## config.mk

```make
export PLATFORM = sky130hd
export DESIGN_NAME = coa_top
export DESIGN_NICKNAME = d
export VERILOG_FILES = /design/src/rtl/coa_pkg.sv /design/src/rtl/coa_db_if.sv /design/src/rtl/coa_dead_band.sv /design/src/rtl/coa_top.sv
export SDC_FILE = /design/constraint.sdc
export NUM_CORES = 1
export LEC_CHECK = 0
export BUFFER_PORTS_ARGS = -buffer_cell sky130_fd_sc_hd__buf_4
export CAP_MARGIN = 30
export CORE_AREA = 3 3 167 153
export DETAILED_ROUTE_END_ITERATION = 7
export DIE_AREA = 0 0 170 156
export PLACE_DENSITY_LB_ADDON = 0.1
export RECOVER_POWER = 25
export SLEW_MARGIN = 40
export SYNTH_ARGS = -nofsm -noshare
export SYNTH_HDL_FRONTEND = slang
export SYNTH_SLANG_ARGS = --single-unit
```

## constraint.sdc

```tcl
create_clock -name sys_clk -period 10.1 [get_ports sys_clk]
set_clock_uncertainty 0.2 [all_clocks]
set_input_delay 1.515 -clock sys_clk [delete_from_list [all_inputs] [get_ports sys_clk]]
set_output_delay 1.515 -clock sys_clk [all_outputs]
set_load 0.02 [all_outputs]
```

## src/rtl/coa_pkg.sv

```systemverilog
// Package of constants for the compare output action control block.
`default_nettype none
package coa_pkg;
   // Widths and counts.
   localparam int DATA_W = 16;
   localparam int ADDR_W = 16;
   localparam int FULL_UNITS = 3;
   localparam int FULL_PINS = 6;
   localparam int SIMPLE_PINS = 3;
   localparam int FLAGS = 6;
   localparam int DB_TMR_W = 8;
   localparam int PSC_W = 3;
   localparam int ACT_W = 2;
   localparam int VEC_W = 3;

   // Register word addresses.
   localparam logic [15:0] COMPARE_CTRL_ADDR = 16'h7411;
   localparam logic [15:0] FULL_ACTION_ADDR = 16'h7413;
   localparam logic [15:0] SIMPLE_ACTION_ADDR = 16'h7414;
   localparam logic [15:0] DEAD_BAND_ADDR = 16'h7415;
   localparam logic [15:0] REG_RESET = 16'h0000;

   // Compare control fields.
   localparam int CC_ON_BIT = 15;
   localparam int CC_SV_BIT = 12;
   localparam int CC_FULL_RLD_LSB = 10;
   localparam int CC_FULL_OE_BIT = 9;
   localparam int CC_SIMPLE_OE_BIT = 8;
   localparam int CC_TMR_SEL_BIT = 7;
   localparam int CC_SIMPLE_RLD_LSB = 3;
   localparam int CC_MODE_LSB = 0;

   // Full action fields; output n sits at bits 2n-1..2n-2.
   localparam int FA_DIR_BIT = 15;
   localparam int FA_VEC_LSB = 12;
   localparam int FA_ACT_LSB = 0;

   // Simple action and dead-band writable bits.
   localparam logic [15:0] SA_WRITE_MASK = 16'h003f;
   localparam logic [15:0] DB_WRITE_MASK = 16'hfff8;
   localparam int DB_PERIOD_LSB = 8;
   localparam int DB_EN_LSB = 5;
   localparam int DB_PSC_LSB = 3;

   // Reload selector codes; the fourth code is reserved.
   localparam logic [1:0] RLD_ZERO = 2'h0;
   localparam logic [1:0] RLD_ZERO_PRD = 2'h1;
   localparam logic [1:0] RLD_NOW = 2'h2;

   // Action codes: compare-mode meaning / PWM-mode meaning.
   localparam logic [1:0] ACT_HOLD_FLOW = 2'h0;
   localparam logic [1:0] ACT_RESET_ALOW = 2'h1;
   localparam logic [1:0] ACT_SET_AHIGH = 2'h2;
   localparam logic [1:0] ACT_TOGGLE_FHIGH = 2'h3;
endpackage : coa_pkg
`default_nettype wire

```

## src/rtl/coa_db_if.sv

```systemverilog
// Interface between the output control and the dead-band unit.
`timescale 1ns/1ps
`default_nettype none
interface coa_db_if;
   import coa_pkg::*;
   logic [FULL_UNITS-1:0] ph;
   logic [FULL_UNITS-1:0] en;
   logic [DB_TMR_W-1:0] period;
   logic [1:0] psc_sel;
   logic [FULL_UNITS-1:0] dt_hi;
   logic [FULL_UNITS-1:0] dt_lo;
   modport unit (input ph, input en, input period, input psc_sel, output dt_hi, output dt_lo);
   modport ctrl (output ph, output en, output period, output psc_sel, input dt_hi, input dt_lo);
endinterface : coa_db_if
`default_nettype wire

```

## src/rtl/coa_dead_band.sv

```systemverilog
// Dead-band unit: three prescaled 8-bit down-counting gap timers.
`timescale 1ns/1ps
`default_nettype none
module coa_dead_band
   import coa_pkg::*;
(
   input wire logic sys_clk,
   input wire logic rst_q_n,
   coa_db_if.unit dbi
);
   // Last prescaler count: the timer steps every 1, 2, 4 or 8 clocks.
   wire [PSC_W-1:0] psc_last = PSC_W'((4'h1 << dbi.psc_sel) - 4'h1);

   genvar i;
   for (i = 0; i < FULL_UNITS; i++)
   begin : g_unit
      logic ph_d_reg;
      logic [DB_TMR_W-1:0] cnt_reg;
      logic [DB_TMR_W-1:0] cnt_next;
      logic [PSC_W-1:0] psc_reg;
      logic [PSC_W-1:0] psc_next;

      // An edge reloads the timer and counts as the first gap clock, so the
      // gap is exactly period times prescale clocks.
      wire load_w = (dbi.ph[i] ^ ph_d_reg) && dbi.en[i];
      wire [DB_TMR_W-1:0] cnt_eff = load_w ? dbi.period : cnt_reg;
      wire [PSC_W-1:0] psc_eff = load_w ? '0 : psc_reg;
      wire wrap_w = psc_eff == psc_last;
      wire busy_w = cnt_eff != '0;
      assign cnt_next = (busy_w && wrap_w) ? cnt_eff - DB_TMR_W'(1) : cnt_eff;
      assign psc_next = (!busy_w || wrap_w) ? '0 : psc_eff + PSC_W'(1);

      // Both sides stay low during the gap; disabled units pass the phase.
      assign dbi.dt_hi[i] = dbi.en[i] ? (dbi.ph[i] && !busy_w) : dbi.ph[i];
      assign dbi.dt_lo[i] = dbi.en[i] ? (!dbi.ph[i] && !busy_w) : !dbi.ph[i];

      // Timer state.
      always_ff @(posedge sys_clk or negedge rst_q_n)
      begin
         if (!rst_q_n)
         begin
            ph_d_reg <= 1'b0;
            cnt_reg <= '0;
            psc_reg <= '0;
         end
         else
         begin
            ph_d_reg <= dbi.ph[i];
            cnt_reg <= cnt_next;
            psc_reg <= psc_next;
         end
      end

      db_gap_a: assert property (@(posedge sys_clk) disable iff (!rst_q_n)
         ($rose(dbi.ph[i]) && dbi.en[i] && dbi.period != '0) |-> !dbi.dt_hi[i] && !dbi.dt_lo[i])
         else $error("Dead band output rose with no gap.");
   end
endmodule : coa_dead_band
`default_nettype wire

```

## src/rtl/coa_top.sv

```systemverilog
// Compare output action control: action registers, output pins and flags.
`timescale 1ns/1ps
`default_nettype none
module coa_top
   import coa_pkg::*;
(
   input wire logic sys_clk,
   input wire logic rst_n,
   input wire logic [ADDR_W-1:0] bus_addr,
   input wire logic bus_wr,
   input wire logic bus_rd,
   input wire logic [DATA_W-1:0] bus_wdata,
   output logic [DATA_W-1:0] bus_rdata,
   input wire logic t1_zero,
   input wire logic t1_period,
   input wire logic t2_zero,
   input wire logic t2_period,
   input wire logic [FULL_UNITS-1:0] full_match,
   input wire logic [FULL_UNITS-1:0] full_wave,
   input wire logic [SIMPLE_PINS-1:0] simple_match,
   input wire logic [SIMPLE_PINS-1:0] simple_wave,
   input wire logic [FLAGS-1:0] irq_mask,
   input wire logic [FLAGS-1:0] flag_clr,
   output logic [FLAGS-1:0] cmp_flag,
   output logic [FLAGS-1:0] irq_req,
   output logic sv_rotation_dir,
   output logic [VEC_W-1:0] sv_basic_vector,
   output logic [FULL_PINS+SIMPLE_PINS-1:0] pin_out,
   output logic [FULL_PINS+SIMPLE_PINS-1:0] pin_oe
);
   localparam int PINS = FULL_PINS + SIMPLE_PINS;

   // PWM polarity: forced low, active low, active high, forced high.
   function automatic logic polarity(input logic [1:0] act, input logic wave);
      logic res;
      res = 1'b0;
      unique case (act)
         ACT_HOLD_FLOW: res = 1'b0;
         ACT_RESET_ALOW: res = !wave;
         ACT_SET_AHIGH: res = wave;
         ACT_TOGGLE_FHIGH: res = 1'b1;
      endcase
      return res;
   endfunction : polarity

   // Compare-mode action on a match: hold, reset, set or toggle.
   function automatic logic cmp_action(input logic [1:0] act, input logic cur);
      logic res;
      res = cur;
      unique case (act)
         ACT_HOLD_FLOW: res = cur;
         ACT_RESET_ALOW: res = 1'b0;
         ACT_SET_AHIGH: res = 1'b1;
         ACT_TOGGLE_FHIGH: res = !cur;
      endcase
      return res;
   endfunction : cmp_action

   // Reload decision; the reserved code never reloads.
   function automatic logic reload_due(input logic [1:0] sel, input logic zero, input logic prd);
      return (sel == RLD_NOW) || (sel == RLD_ZERO && zero) || (sel == RLD_ZERO_PRD && (zero || prd));
   endfunction : reload_due

   logic rst_s1_reg;
   logic rst_q_n;
   logic [DATA_W-1:0] cc_reg;
   logic [DATA_W-1:0] fa_shadow_reg;
   logic [DATA_W-1:0] fa_active_reg;
   logic [DATA_W-1:0] sa_shadow_reg;
   logic [DATA_W-1:0] sa_active_reg;
   logic [DATA_W-1:0] db_reg;
   logic [DATA_W-1:0] rdata_reg;
   logic [PINS-1:0] pin_reg;
   logic [PINS-1:0] pin_next;
   logic [FLAGS-1:0] match_d_reg;
   logic [FLAGS-1:0] flag_reg;
   logic [FLAGS-1:0] flag_next;

   // Reset is asserted at once and released through two flip-flops.
   always_ff @(posedge sys_clk or negedge rst_n)
   begin
      if (!rst_n)
      begin
         rst_s1_reg <= 1'b0;
         rst_q_n <= 1'b0;
      end
      else
      begin
         rst_s1_reg <= 1'b1;
         rst_q_n <= rst_s1_reg;
      end
   end

   // Address decode and control fields.
   wire cc_sel_w = bus_addr == COMPARE_CTRL_ADDR;
   wire fa_sel_w = bus_addr == FULL_ACTION_ADDR;
   wire sa_sel_w = bus_addr == SIMPLE_ACTION_ADDR;
   wire db_sel_w = bus_addr == DEAD_BAND_ADDR;
   wire fa_wr_w = bus_wr && fa_sel_w;
   wire sa_wr_w = bus_wr && sa_sel_w;
   wire compare_on = cc_reg[CC_ON_BIT];
   wire [1:0] full_action_reload_sel = cc_reg[CC_FULL_RLD_LSB +: 2];
   wire [1:0] simple_action_reload_sel = cc_reg[CC_SIMPLE_RLD_LSB +: 2];
   wire simple_tmr_sel = cc_reg[CC_TMR_SEL_BIT];
   wire [FULL_UNITS-1:0] pwm_mode_w = {FULL_UNITS{cc_reg[CC_SV_BIT]}} | cc_reg[CC_MODE_LSB +: FULL_UNITS];

   // Shadow sources: a write this cycle is seen by a reload in the same cycle.
   wire [DATA_W-1:0] fa_src_w = fa_wr_w ? bus_wdata : fa_shadow_reg;
   wire [DATA_W-1:0] sa_src_w = sa_wr_w ? (bus_wdata & SA_WRITE_MASK) : sa_shadow_reg;
   wire st_zero_w = simple_tmr_sel ? t2_zero : t1_zero;
   wire st_prd_w = simple_tmr_sel ? t2_period : t1_period;

   // With compare off the active copy follows the shadow every cycle.
   wire fa_rld_w = !compare_on || reload_due(full_action_reload_sel, t1_zero, t1_period);
   wire sa_rld_w = !compare_on || reload_due(simple_action_reload_sel, st_zero_w, st_prd_w);

   // Register file; every reset clears all of it.
   always_ff @(posedge sys_clk or negedge rst_q_n)
   begin
      if (!rst_q_n)
      begin
         cc_reg <= REG_RESET;
         fa_shadow_reg <= REG_RESET;
         fa_active_reg <= REG_RESET;
         sa_shadow_reg <= REG_RESET;
         sa_active_reg <= REG_RESET;
         db_reg <= REG_RESET;
      end
      else
      begin
         if (bus_wr && cc_sel_w)
            cc_reg <= bus_wdata;
         if (bus_wr && db_sel_w)
            db_reg <= bus_wdata & DB_WRITE_MASK;
         fa_shadow_reg <= fa_src_w;
         sa_shadow_reg <= sa_src_w;
         if (fa_rld_w)
            fa_active_reg <= fa_src_w;
         if (sa_rld_w)
            sa_active_reg <= sa_src_w;
      end
   end

   // Read path: reads return the shadow copies, unmapped words read zero.
   wire [DATA_W-1:0] rd_mux_w = cc_sel_w ? cc_reg :
                                fa_sel_w ? fa_shadow_reg :
                                sa_sel_w ? sa_shadow_reg :
                                db_sel_w ? db_reg : '0;

   always_ff @(posedge sys_clk or negedge rst_q_n)
   begin
      if (!rst_q_n)
         rdata_reg <= '0;
      else
         rdata_reg <= bus_rd ? rd_mux_w : '0;
   end

   // Dead-band timers only run for units in PWM mode.
   coa_db_if dbi ();
   assign dbi.ph = full_wave;
   assign dbi.en = db_reg[DB_EN_LSB +: FULL_UNITS] & pwm_mode_w;
   assign dbi.period = db_reg[DB_PERIOD_LSB +: DB_TMR_W];
   assign dbi.psc_sel = db_reg[DB_PSC_LSB +: 2];

   coa_dead_band u_dead_band (
      .sys_clk(sys_clk),
      .rst_q_n(rst_q_n),
      .dbi(dbi.unit)
   );

   // Full pins: even index takes the upper phase, odd index the lower one.
   // Pin n uses bits 2n-1..2n-2 of the active copy.
   genvar j;
   for (j = 0; j < FULL_PINS; j++)
   begin : g_full
      localparam int U = j / 2;
      wire [1:0] act_w = fa_active_reg[FA_ACT_LSB + ACT_W*j +: ACT_W];
      wire dt_w = (j % 2 == 0) ? dbi.dt_hi[U] : dbi.dt_lo[U];
      wire pwm_w = polarity(act_w, dt_w);
      wire cmp_w = full_match[U] ? cmp_action(act_w, pin_reg[j]) : pin_reg[j];
      assign pin_next[j] = !compare_on ? pin_reg[j] : (pwm_mode_w[U] ? pwm_w : cmp_w);
   end

   // Simple pins only have the polarity encoding.
   genvar k;
   for (k = 0; k < SIMPLE_PINS; k++)
   begin : g_simple
      wire [1:0] act_w = sa_active_reg[ACT_W*k +: ACT_W];
      assign pin_next[FULL_PINS+k] = compare_on ? polarity(act_w, simple_wave[k]) : pin_reg[FULL_PINS+k];
   end

   // Pins are sampled every clock, so widths step in single clocks.
   always_ff @(posedge sys_clk or negedge rst_q_n)
   begin
      if (!rst_q_n)
         pin_reg <= '0;
      else
         pin_reg <= pin_next;
   end

   // Match is delayed one stage and the flag lands one stage later.
   // A set in the clearing cycle wins so no event is lost.
   assign flag_next = (flag_reg & ~flag_clr) | match_d_reg;

   always_ff @(posedge sys_clk or negedge rst_q_n)
   begin
      if (!rst_q_n)
      begin
         match_d_reg <= '0;
         flag_reg <= '0;
      end
      else
      begin
         match_d_reg <= {simple_match, full_match} & {FLAGS{compare_on}};
         flag_reg <= flag_next;
      end
   end

   // Requests per group; the lower index has the higher priority.
   wire [FLAGS-1:0] pend_w = flag_reg & irq_mask;
   genvar f;
   for (f = 0; f < FLAGS; f++)
   begin : g_irq
      localparam int BASE = (f < FULL_UNITS) ? 0 : FULL_UNITS;
      localparam logic [FLAGS-1:0] HIGHER = FLAGS'((1 << f) - (1 << BASE));
      assign irq_req[f] = pend_w[f] && ((pend_w & HIGHER) == '0);
   end

   // Outputs; enables are clear from reset, which keeps the pins floating.
   assign pin_oe = {{SIMPLE_PINS{cc_reg[CC_SIMPLE_OE_BIT]}}, {FULL_PINS{cc_reg[CC_FULL_OE_BIT]}}};
   assign pin_out = pin_reg;
   assign bus_rdata = rdata_reg;
   assign cmp_flag = flag_reg;
   assign sv_rotation_dir = fa_active_reg[FA_DIR_BIT];
   assign sv_basic_vector = fa_active_reg[FA_VEC_LSB +: VEC_W];

   transp_write_a: assert property (@(posedge sys_clk) disable iff (!rst_q_n)
      (fa_wr_w && !compare_on) |=> fa_active_reg == $past(bus_wdata))
      else $error("Write with compare off did not reach the active copy.");

   reload_now_a: assert property (@(posedge sys_clk) disable iff (!rst_q_n)
      (compare_on && full_action_reload_sel == RLD_NOW && !fa_wr_w) |=> fa_active_reg == $past(fa_shadow_reg))
      else $error("Immediate reload did not copy the shadow.");

   reload_wait_a: assert property (@(posedge sys_clk) disable iff (!rst_q_n)
      (compare_on && full_action_reload_sel == RLD_ZERO && !t1_zero) |=> $stable(fa_active_reg))
      else $error("Active action changed without a reload event.");

   simple_timer_a: assert property (@(posedge sys_clk) disable iff (!rst_q_n)
      (compare_on && simple_action_reload_sel == RLD_ZERO && simple_tmr_sel && t2_zero && !sa_wr_w)
      |=> sa_active_reg == $past(sa_shadow_reg))
      else $error("Simple reload ignored the selected timer.");

   simple_rsvd_a: assert property (@(posedge sys_clk) disable iff (!rst_q_n)
      ((sa_shadow_reg | sa_active_reg) & ~SA_WRITE_MASK) == '0)
      else $error("Reserved simple action bits are not zero.");

   flag_delay_a: assert property (@(posedge sys_clk) disable iff (!rst_q_n)
      (full_match[0] && compare_on) |-> ##2 cmp_flag[0])
      else $error("Compare flag not set two cycles after match.");

   irq_prio_a: assert property (@(posedge sys_clk) disable iff (!rst_q_n)
      irq_req[1] |-> irq_mask[1] && cmp_flag[1] && !(cmp_flag[0] && irq_mask[0]))
      else $error("Request raised past a higher pending flag.");

   pin_hiz_a: assert property (@(posedge sys_clk) disable iff (!rst_q_n)
      $rose(rst_q_n) |-> pin_oe == '0)
      else $error("Pins driven right after reset.");

   pwm_forced_a: assert property (@(posedge sys_clk) disable iff (!rst_q_n)
      (compare_on && pwm_mode_w[2] && fa_active_reg[ACT_W*4 +: ACT_W] == ACT_TOGGLE_FHIGH) |=> pin_out[4])
      else $error("Forced high PWM pin is low.");

   cmp_toggle_a: assert property (@(posedge sys_clk) disable iff (!rst_q_n)
      (compare_on && !pwm_mode_w[2] && full_match[2] && fa_active_reg[ACT_W*5 +: ACT_W] == ACT_TOGGLE_FHIGH)
      |=> pin_out[5] != $past(pin_out[5]))
      else $error("Toggle on match did not toggle.");

   enable_gate_a: assert property (@(posedge sys_clk) disable iff (!rst_q_n)
      !compare_on |=> $stable(pin_out))
      else $error("Pin moved with compare disabled.");

   flag_wins_a: assert property (@(posedge sys_clk) disable iff (!rst_q_n)
      (match_d_reg != '0) |=> (cmp_flag & $past(match_d_reg)) == $past(match_d_reg))
      else $error("Compare flag lost to a clear in the same cycle.");

   simple_forced_a: assert property (@(posedge sys_clk) disable iff (!rst_q_n)
      (compare_on && sa_active_reg[ACT_W*2 +: ACT_W] == ACT_TOGGLE_FHIGH) |=> pin_out[FULL_PINS+2])
      else $error("Forced high simple pin is low.");

   pass_through_a: assert property (@(posedge sys_clk) disable iff (!rst_q_n)
      (compare_on && pwm_mode_w[0] && !dbi.en[0] && fa_active_reg[FA_ACT_LSB +: ACT_W] == ACT_SET_AHIGH)
      |=> pin_out[0] == $past(full_wave[0]))
      else $error("Active high pin does not follow its wave.");

   reserved_code_a: assert property (@(posedge sys_clk) disable iff (!rst_q_n)
      (compare_on && (&full_action_reload_sel)) |=> $stable(fa_active_reg))
      else $error("Reserved reload code changed the active copy.");

   simple_wait_a: assert property (@(posedge sys_clk) disable iff (!rst_q_n)
      (compare_on && simple_action_reload_sel == RLD_ZERO && !st_zero_w) |=> $stable(sa_active_reg))
      else $error("Simple active copy changed without a reload event.");
endmodule : coa_top
`default_nettype wire

```

* Word-level counts from Yosys, hierarchy flattened
Index checks and enable logic that the tools add are counted.
** Storage, ports and cells
- Register bits :: 158
- Input port bits :: 64
- Logic and storage cells :: 227
- Output and inout bits :: 50
** Cells by class
- Reduce and logical (&&, ||, !) cells :: 84
- Shifts and indexed selects :: 1
- Bitwise operators :: 10
- $add $sub $neg :: 7
- Mux-type cells :: 54
- Equal/unequal tests :: 44
** Operators with widths (count)
- $mux 16 :: 7
- $eq 16x15->1 const B :: 4
- $mux 8 :: 6
- $eq 2x2->1 const B :: 20
- $pmux 1 s4 :: 9
- $logic_and 1x1->1 :: 24
- $logic_not 6->1 :: 4
- $reduce_bool 8->1 :: 3
- $sub 8x1->8 const B :: 3
- $eq 2x1->1 const B :: 11
- $logic_not 1->1 :: 22
- $logic_not 2->1 :: 11
- $mux 1 :: 20
- $and 6x6->6 :: 3
- $mux 3 :: 6
- $pmux 1 s3 :: 6
- $reduce_and 3->1 :: 6
- $ne 2x2->1 const B :: 6
- $logic_or 1x1->1 :: 11
- $add 3x1->3 const B :: 3
- $eq 3x3->1 :: 3
- $not 6->6 :: 1
- $or 6x6->6 :: 1
- $reduce_bool 2->1 :: 3
- other kinds (5) :: 7

* Logic depth before layout (Yosys ltp)
Gate-level depths: netlist (run 1).
- Word-level depth :: 11
- Gate-level depth with buffers :: 9
- Mapped depth without buffers :: 8

* By module
Synthesis (run 1) repeated with hierarchy kept, for this count alone.
** Second synthesis, totals
- Cell total of the unflattened synthesis :: 717
- Area total of the unflattened synthesis :: 7547.2 µm²
** Modules (own cells, without submodules)
- coa_top :: area each 5041.1 µm², times used 1, sequential area each 2802.7 µm², cells each 466
- coa_dead_band :: area each 2506.2 µm², times used 1, sequential area each 900.9 µm², cells each 251

* Worst setup path before layout (run 1)
OpenSTA, ideal clock, no wires.
- Path type :: input -> output
- Start point :: in irq_mask[0]
- End point :: out irq_req[1]
- Stages on the path :: 2
- Data arrival time :: 2.051 ns
- Data required time :: 8.385 ns
- Setup slack :: 6.334 ns
- Buffers on the path :: 0
- Path through :: and2_1 nor2_1
** On the way
- Cells in the longest elaborated chain, start to end :: 3
** RTL lines
- start, declared :: RTL line coa_top.sv:22 : input wire logic [FLAGS-1:0] irq_mask,
- $and 6x6->6 :: RTL line coa_top.sv:220 : wire [FLAGS-1:0] pend_w = flag_reg & irq_mask;
- $logic_not 6->1 :: RTL line coa_top.sv:226 : assign irq_req[f] = pend_w[f] && ((pend_w & HIGHER) == '0);
- $logic_and 1x1->1 :: RTL line coa_top.sv:226
- end, declared :: RTL line coa_top.sv:25 : output logic [FLAGS-1:0] irq_req,
No other way between the ends.

==> reports/results.ini, run 1 <==
[floorplan]
start_util_pct = 30.55
row_count = 54
die_area_um2 = 26520
die-height_um = 156
core_area_um2 = 24050
die_width_um = 170
io-pin-count = 114

[sta]
setup-tns-final_ns = 0
clock.fmax_mhz = 208.5
hold_viol = 0
hold_slack_ns = 0.1551
min_period_ns = 4.795
period_share_pct = 47.48
setup_viol = 0
drv_slew = 84
rsz0062_at_grt = no
relSlewSlack_pct = -204.5
tightestPinTransition_ns = 4.568

[run_status]
status = finished, violations left
violations = max-capacitance violations, max-slew violations

[global_route]
grt.overflow.total = 0
grt_max_degree = 84
grt_pass1_vias = 5510
grt_first_pass_wirelength_um = 31420
antenna_found_initial = 0
grt_use_total_pct = 15.13

[synth]
syn_nets = 697
netlist_area_um2 = 7348
yosys_warnings = 0
seq_area_frac_synth_pct = 50.40
syn_area_per_cell_um2 = 11.70
syn-instance-count = 628
synthArstFlopShare_pct = 100.0
ys_seq_elements = 148
ys.flop_type = dfrtp_1
synth_cell_types = 65
synth-edff-count = 0

[power]
power_density_nw_per_um2 = 142.6
power.internal_mw = 1.005
power_frac_clock_pct = 49.3
leakage_nw = 4.481
power_frac_seq_pct = 46.1
switching_share_pct = 22.29
pwr-share-comb_pct = 4.6
max-vdd-ir-drop_mv = 0.08940
p_sw_uw = 288.3

[cts]
cts_tree = built
post_cts_buffers = 0
cts_max_level = 4
cts_resized = 0
clock-sinks = 148
root_buffer = clkbuf_16
numCtsBuffers = 17
cts.reportedPaths.clkPinSlew_ns = 0.06
clock_path_buffers = 2
clock_latency_ns = 0.42
cts_hold_buf = 0

[placement]
dp_hpwl_um = 14330
gp_congestion = 0.8181
placed_cells = 1026
io_buffers = 113

[critical_path]
path_depth = 1
path_cells = clkbuf_1
crit_fanout = 83
r2r_slack_ns = 5.30
worstPathArrival_ns = 4.04
critical_path_required_ns = 9.35
path_class = reg2async
slowest_stage = clkbuf_1
r2r_end = sa_active_reg[3]
cpLargestDelayFamily = buffers and inverters
r2r_start = rst_q_n
startpoint = rst_q_n
worst_path_largest_cell_delay_ns = 3.19
timing.critical_path.buf_inv = 1
critPathCaptureType = asynchronous set/reset pin
setup.worst_path.start_class = flip-flop
crit_end = sa_active_reg[3]
ff2ff_path_depth = 1

[route]
num_vias = 5357
wire_per_inst_um = 18.63
via_per_inst = 5.063
detail_route.first_pass.iterations = 8
drt_iter0_markers = 302
drtAntennaViolNets = 0
finalWirelength_um = 19710
drc = 0

[hold_path]
hp-class = reg2reg

[cells_and_area]
mostFrequentLayoutCell = dfrtp_1
layout-drive-gt1-share_pct = 32.67
diodes = 0
final_cell_mix = dfrtp_1, buf_4, mux2_2
largest_reg_flops = 24
fin_nets = 806
layout.cells.non_filler = 1058
area_delta_synth_final_pct = 23.38

[job]
max_cap_viol_count = 1

==> metal layers <==
metal	vias up	global-route usage [%]	part of all wire, %
met5	-	0	0
met4	0	3.824	1.2
met3	17	2.939	3.9
met2	142	23.10	46
met1	2690	22.12	49
li1	2508	-	-
==> per-stage QoR <==
stage          utilization, %  setup slack (ns)  area [um^2]  power, mW
2_1_floorplan               -             5.471         7348     0.6342
3_3_place_gp            35.14             5.661         8453     0.6674
3_5_place_dp            35.25             5.854         8479     0.6681
4_1_cts                 37.72             6.321         9074      1.314
5_1_grt                 37.69             4.350         9066      1.344
6_report                37.69             5.305         9066      1.293
==> synth_stat cells (all sizes together) (3+ instances only) <==
library cell / number / area, um^2
a2111oi: 3 / 26.28
a211oi: 5 / 37.54
a21o: 7 / 52.55
a21oi: 17 / 85.08
a222oi: 16 / 160.2
a32o: 3 / 31.28
and2: 16 / 100.1
and3: 4 / 25.02
buf: 16 / 116.4
clkbuf: 16 / 61.30
dfrtp: 148 / 3704
ha: 5 / 62.56
inv: 18 / 67.56
mux2: 77 / 904.6
mux2i: 36 / 360.4
nand2: 34 / 142.6
nand2b: 3 / 18.77
nand3: 18 / 90.09
nand4: 7 / 58.81
nor2: 36 / 137.6
nor2b: 18 / 112.6
nor3: 8 / 40.04
nor4: 6 / 71.32
nor4b: 3 / 41.29
o21a: 3 / 22.52
o21ai: 20 / 100.1
o221ai: 5 / 43.79
o22ai: 5 / 31.28
o31a: 4 / 35.03
o32ai: 3 / 26.28
or2: 3 / 18.77
or3: 3 / 18.77
or4: 3 / 22.52
or4b: 3 / 30.03
or4bb: 3 / 33.78
xnor2: 13 / 113.9
xor2: 24 / 217.7
==> how the worst min path moves through the flow <==
stage / cells after the start / start / endpoint / slack (ns)
floorplan: 0 / rst_s1_reg / rst_q_n / 0.13
global placement: 0 / rst_s1_reg / rst_q_n / 0.14
detailed placement: 0 / rst_s1_reg / rst_q_n / 0.14
CTS: 0 / rst_s1_reg / rst_q_n / 0.16
global route: 0 / rst_s1_reg / rst_q_n / 0.17
finish: 0 / rst_s1_reg / rst_q_n / 0.16
==> logic make-up (layout without fill, tap and decap cells) <==
family	count (synthesis)	in the layout	synth area share, %
buffers and inverters	50	172	3.337
adders and majority gates	5	5	0.8514
AOI/OAI and AO/OA	101	101	9.978
and+or+nand+nor	173	173	13.66
DFF	148	148	50.40
other	1	1	0.05103
xor gates and xnor gates	37	37	4.512
muxes	113	113	17.21
==> power groups by stage <==
stage,clock [mW],sequential (mW),combinational (mW)
after floorplan,0,0.615,0.0190
after global placement,0,0.607,0.0603
after detailed placement,0,0.607,0.0611
after CTS,0.656,0.596,0.0614
after global routing,0.681,0.596,0.0664
final,0.637,0.596,0.0594
==> layout make-up <==
type	count	area (um^2)
clock buffer	20	466.7
tap	308	385.4
inverter	18	67.56
multi-input combinational	430	3403
timing repair buffer	122	908.4
clock inverter	12	127.6
sequential	148	3707
fill	2377	14990
Power figures use the tool's default switching activity.
==> run 2: changes to the inputs <==
==> constraint.sdc (replaced) <==
create_clock -name sys_clk -period 4.5 [get_ports sys_clk]
set_clock_uncertainty 0.2 [all_clocks]
set_input_delay 0.675 -clock sys_clk [delete_from_list [all_inputs] [get_ports sys_clk]]
set_output_delay 0.675 -clock sys_clk [all_outputs]
set_load 0.02 [all_outputs]
==> run 2 against run 1 <==
  * The flow still finishes with violations (max-capacitance violations, max-slew violations)
  * Worst setup slack lost 4.1 ns
  * Final cell count hardly changed
  * Utilization shrank 0.24 points
  * Critical path depth stayed put
  * Count of clock-buffer cells in the layout is 1 lower
  * Sequential power rose by 120%
  * Die area unchanged
  * Register-to-register slack worse by 4.1 ns
  * Sequential cell count stayed put
  * Total power rose by 120%
  * Combinational power grew 110%
==> reports/results.ini, run 2 (synthesis gave the netlist of run 1 again) <==
[hold_path]
hold_depth = 0
hold_start = rst_s1_reg
hp-class = reg2reg
min_to = rst_q_n

[cells_and_area]
fin_util_pct = 37.45
layout.cells.non_filler = 1057
fin_nets = 805
area_delta_synth_final_pct = 22.59
diodes = 0
layout-drive-gt1-share_pct = 31.64
mostFrequentLayoutCell = dfrtp_1
largest_reg_flops = 24
final_cell_mix = dfrtp_1, buf_4, mux2_2

[floorplan]
die_area_um2 = 26520
die-height_um = 156
row_count = 54
die_width_um = 170
start_util_pct = 30.55
io-pin-count = 114
core_area_um2 = 24050

[placement]
placed_cells = 1024
gp_congestion = 0.8355
io_buffers = 113
dp_hpwl_um = 14470

[sta]
rsz0062_at_grt = no
setup_viol = 0
tightestPinTransition_ns = 1.656
hold_slack_ns = 0.1486
drv_slew = 40
clock.fmax_mhz = 306.9
setup-tns-final_ns = 0
relSlewSlack_pct = -10.42
min_period_ns = 3.259
hold_viol = 0
period_share_pct = 72.41

[route]
via_per_inst = 5.052
drtAntennaViolNets = 0
wl_met3_um = 844
wire_per_inst_um = 18.65
detail_route.first_pass.iterations = 8
finalWirelength_um = 19720
highest_layer = met4
num_vias = 5340
m1WireLength_um = 9636
drt_iter0_markers = 370
drc = 0
wl_met2_um = 9026

[cts]
clock-sinks = 148
cts.reportedPaths.clkPinSlew_ns = 0.06
cts_max_level = 4
clock_path_buffers = 2
root_buffer = clkbuf_16
numCtsBuffers = 17
post_cts_buffers = 0
cts_tree = built
clock_latency_ns = 0.43

[critical_path]
critPathCaptureType = asynchronous set/reset pin
path_class = reg2async
r2r_end = match_d_reg[0]
path_cells = clkbuf_4
worst_path_largest_cell_delay_ns = 1.45
ff2ff_path_depth = 1
r2r_slack_ns = 1.24
startpoint = rst_q_n
critical_path_required_ns = 4.58
worstPathArrival_ns = 3.33
r2r_start = rst_q_n
slowest_stage = dfrtp_1
setup.worst_path.start_class = flip-flop
crit_fanout = 108
timing.critical_path.buf_inv = 1
cpLargestDelayFamily = flip-flops

[global_route]
grt_max_degree = 109
grt.overflow.total = 0
grt_pass1_vias = 5583
grt_use_total_pct = 15.23
grt_first_pass_wirelength_um = 31380
antenna_found_initial = 0

[job]
max_cap_viol_count = 1

[power]
finalPower_mw = 2.831
leakage_nw = 4.421
max-vdd-ir-drop_mv = 0.1420
power_density_nw_per_um2 = 314.3

[run_status]
violations = max-capacitance violations, max-slew violations
status = finished, violations left

run 2: report_power, final:
group | switching (mW) | internal [mW] | leakage (nW)
Clock | 0.595 | 0.766 | 0.253
Combinational | 0.0666 | 0.0584 | 2.15
Sequential | 0.00984 | 1.33 | 2.02
run 2: how the worst max path moves through the flow:
stage	end	slack (ns)	depth (start not counted)
final	match_d_reg[0]	1.24	1
after global routing	match_d_reg[0]	0.59	1
after CTS	u_dead_band.g_unit[1].cnt_reg[6]	1.29	8
after detailed placement	u_dead_band.g_unit[1].cnt_reg[6]	1.15	9
after global placement	u_dead_band.g_unit[1].cnt_reg[6]	1.25	9
after floorplan	u_dead_band.g_unit[1].cnt_reg[6]	1.66	8
run 2: layout make-up:
type	count	area (um^2)
clock buffer	19	432.9
clock inverter	13	123.9
fill	2375	15040
inverter	18	67.56
multi-input combinational	430	3400
sequential	148	3704
tap	308	385.4
timing repair buffer	121	895.9
run 2: per-stage QoR:
step           setup slack, ns  instance area [um^2]
5_1_grt                 0.5908                  9009
6_report                 1.241                  9009
4_1_cts                  1.289                  9044
3_3_place_gp             1.252                  8466
2_1_floorplan            1.664                  7350
3_5_place_dp             1.148                  8477
run 2: layer usage:
metal / GRT usage (%) / up-vias
li1: - / 2508
met1: 21.41 / 2691
met2: 23.68 / 123
met3: 3.623 / 18
met4: 4.133 / 0
met5: 0 / -
run 2: repair_timing:
item,in CTS,in global routing
hold endpoints to repair,2,0
hold buffers,1,0
resized for setup,0,0
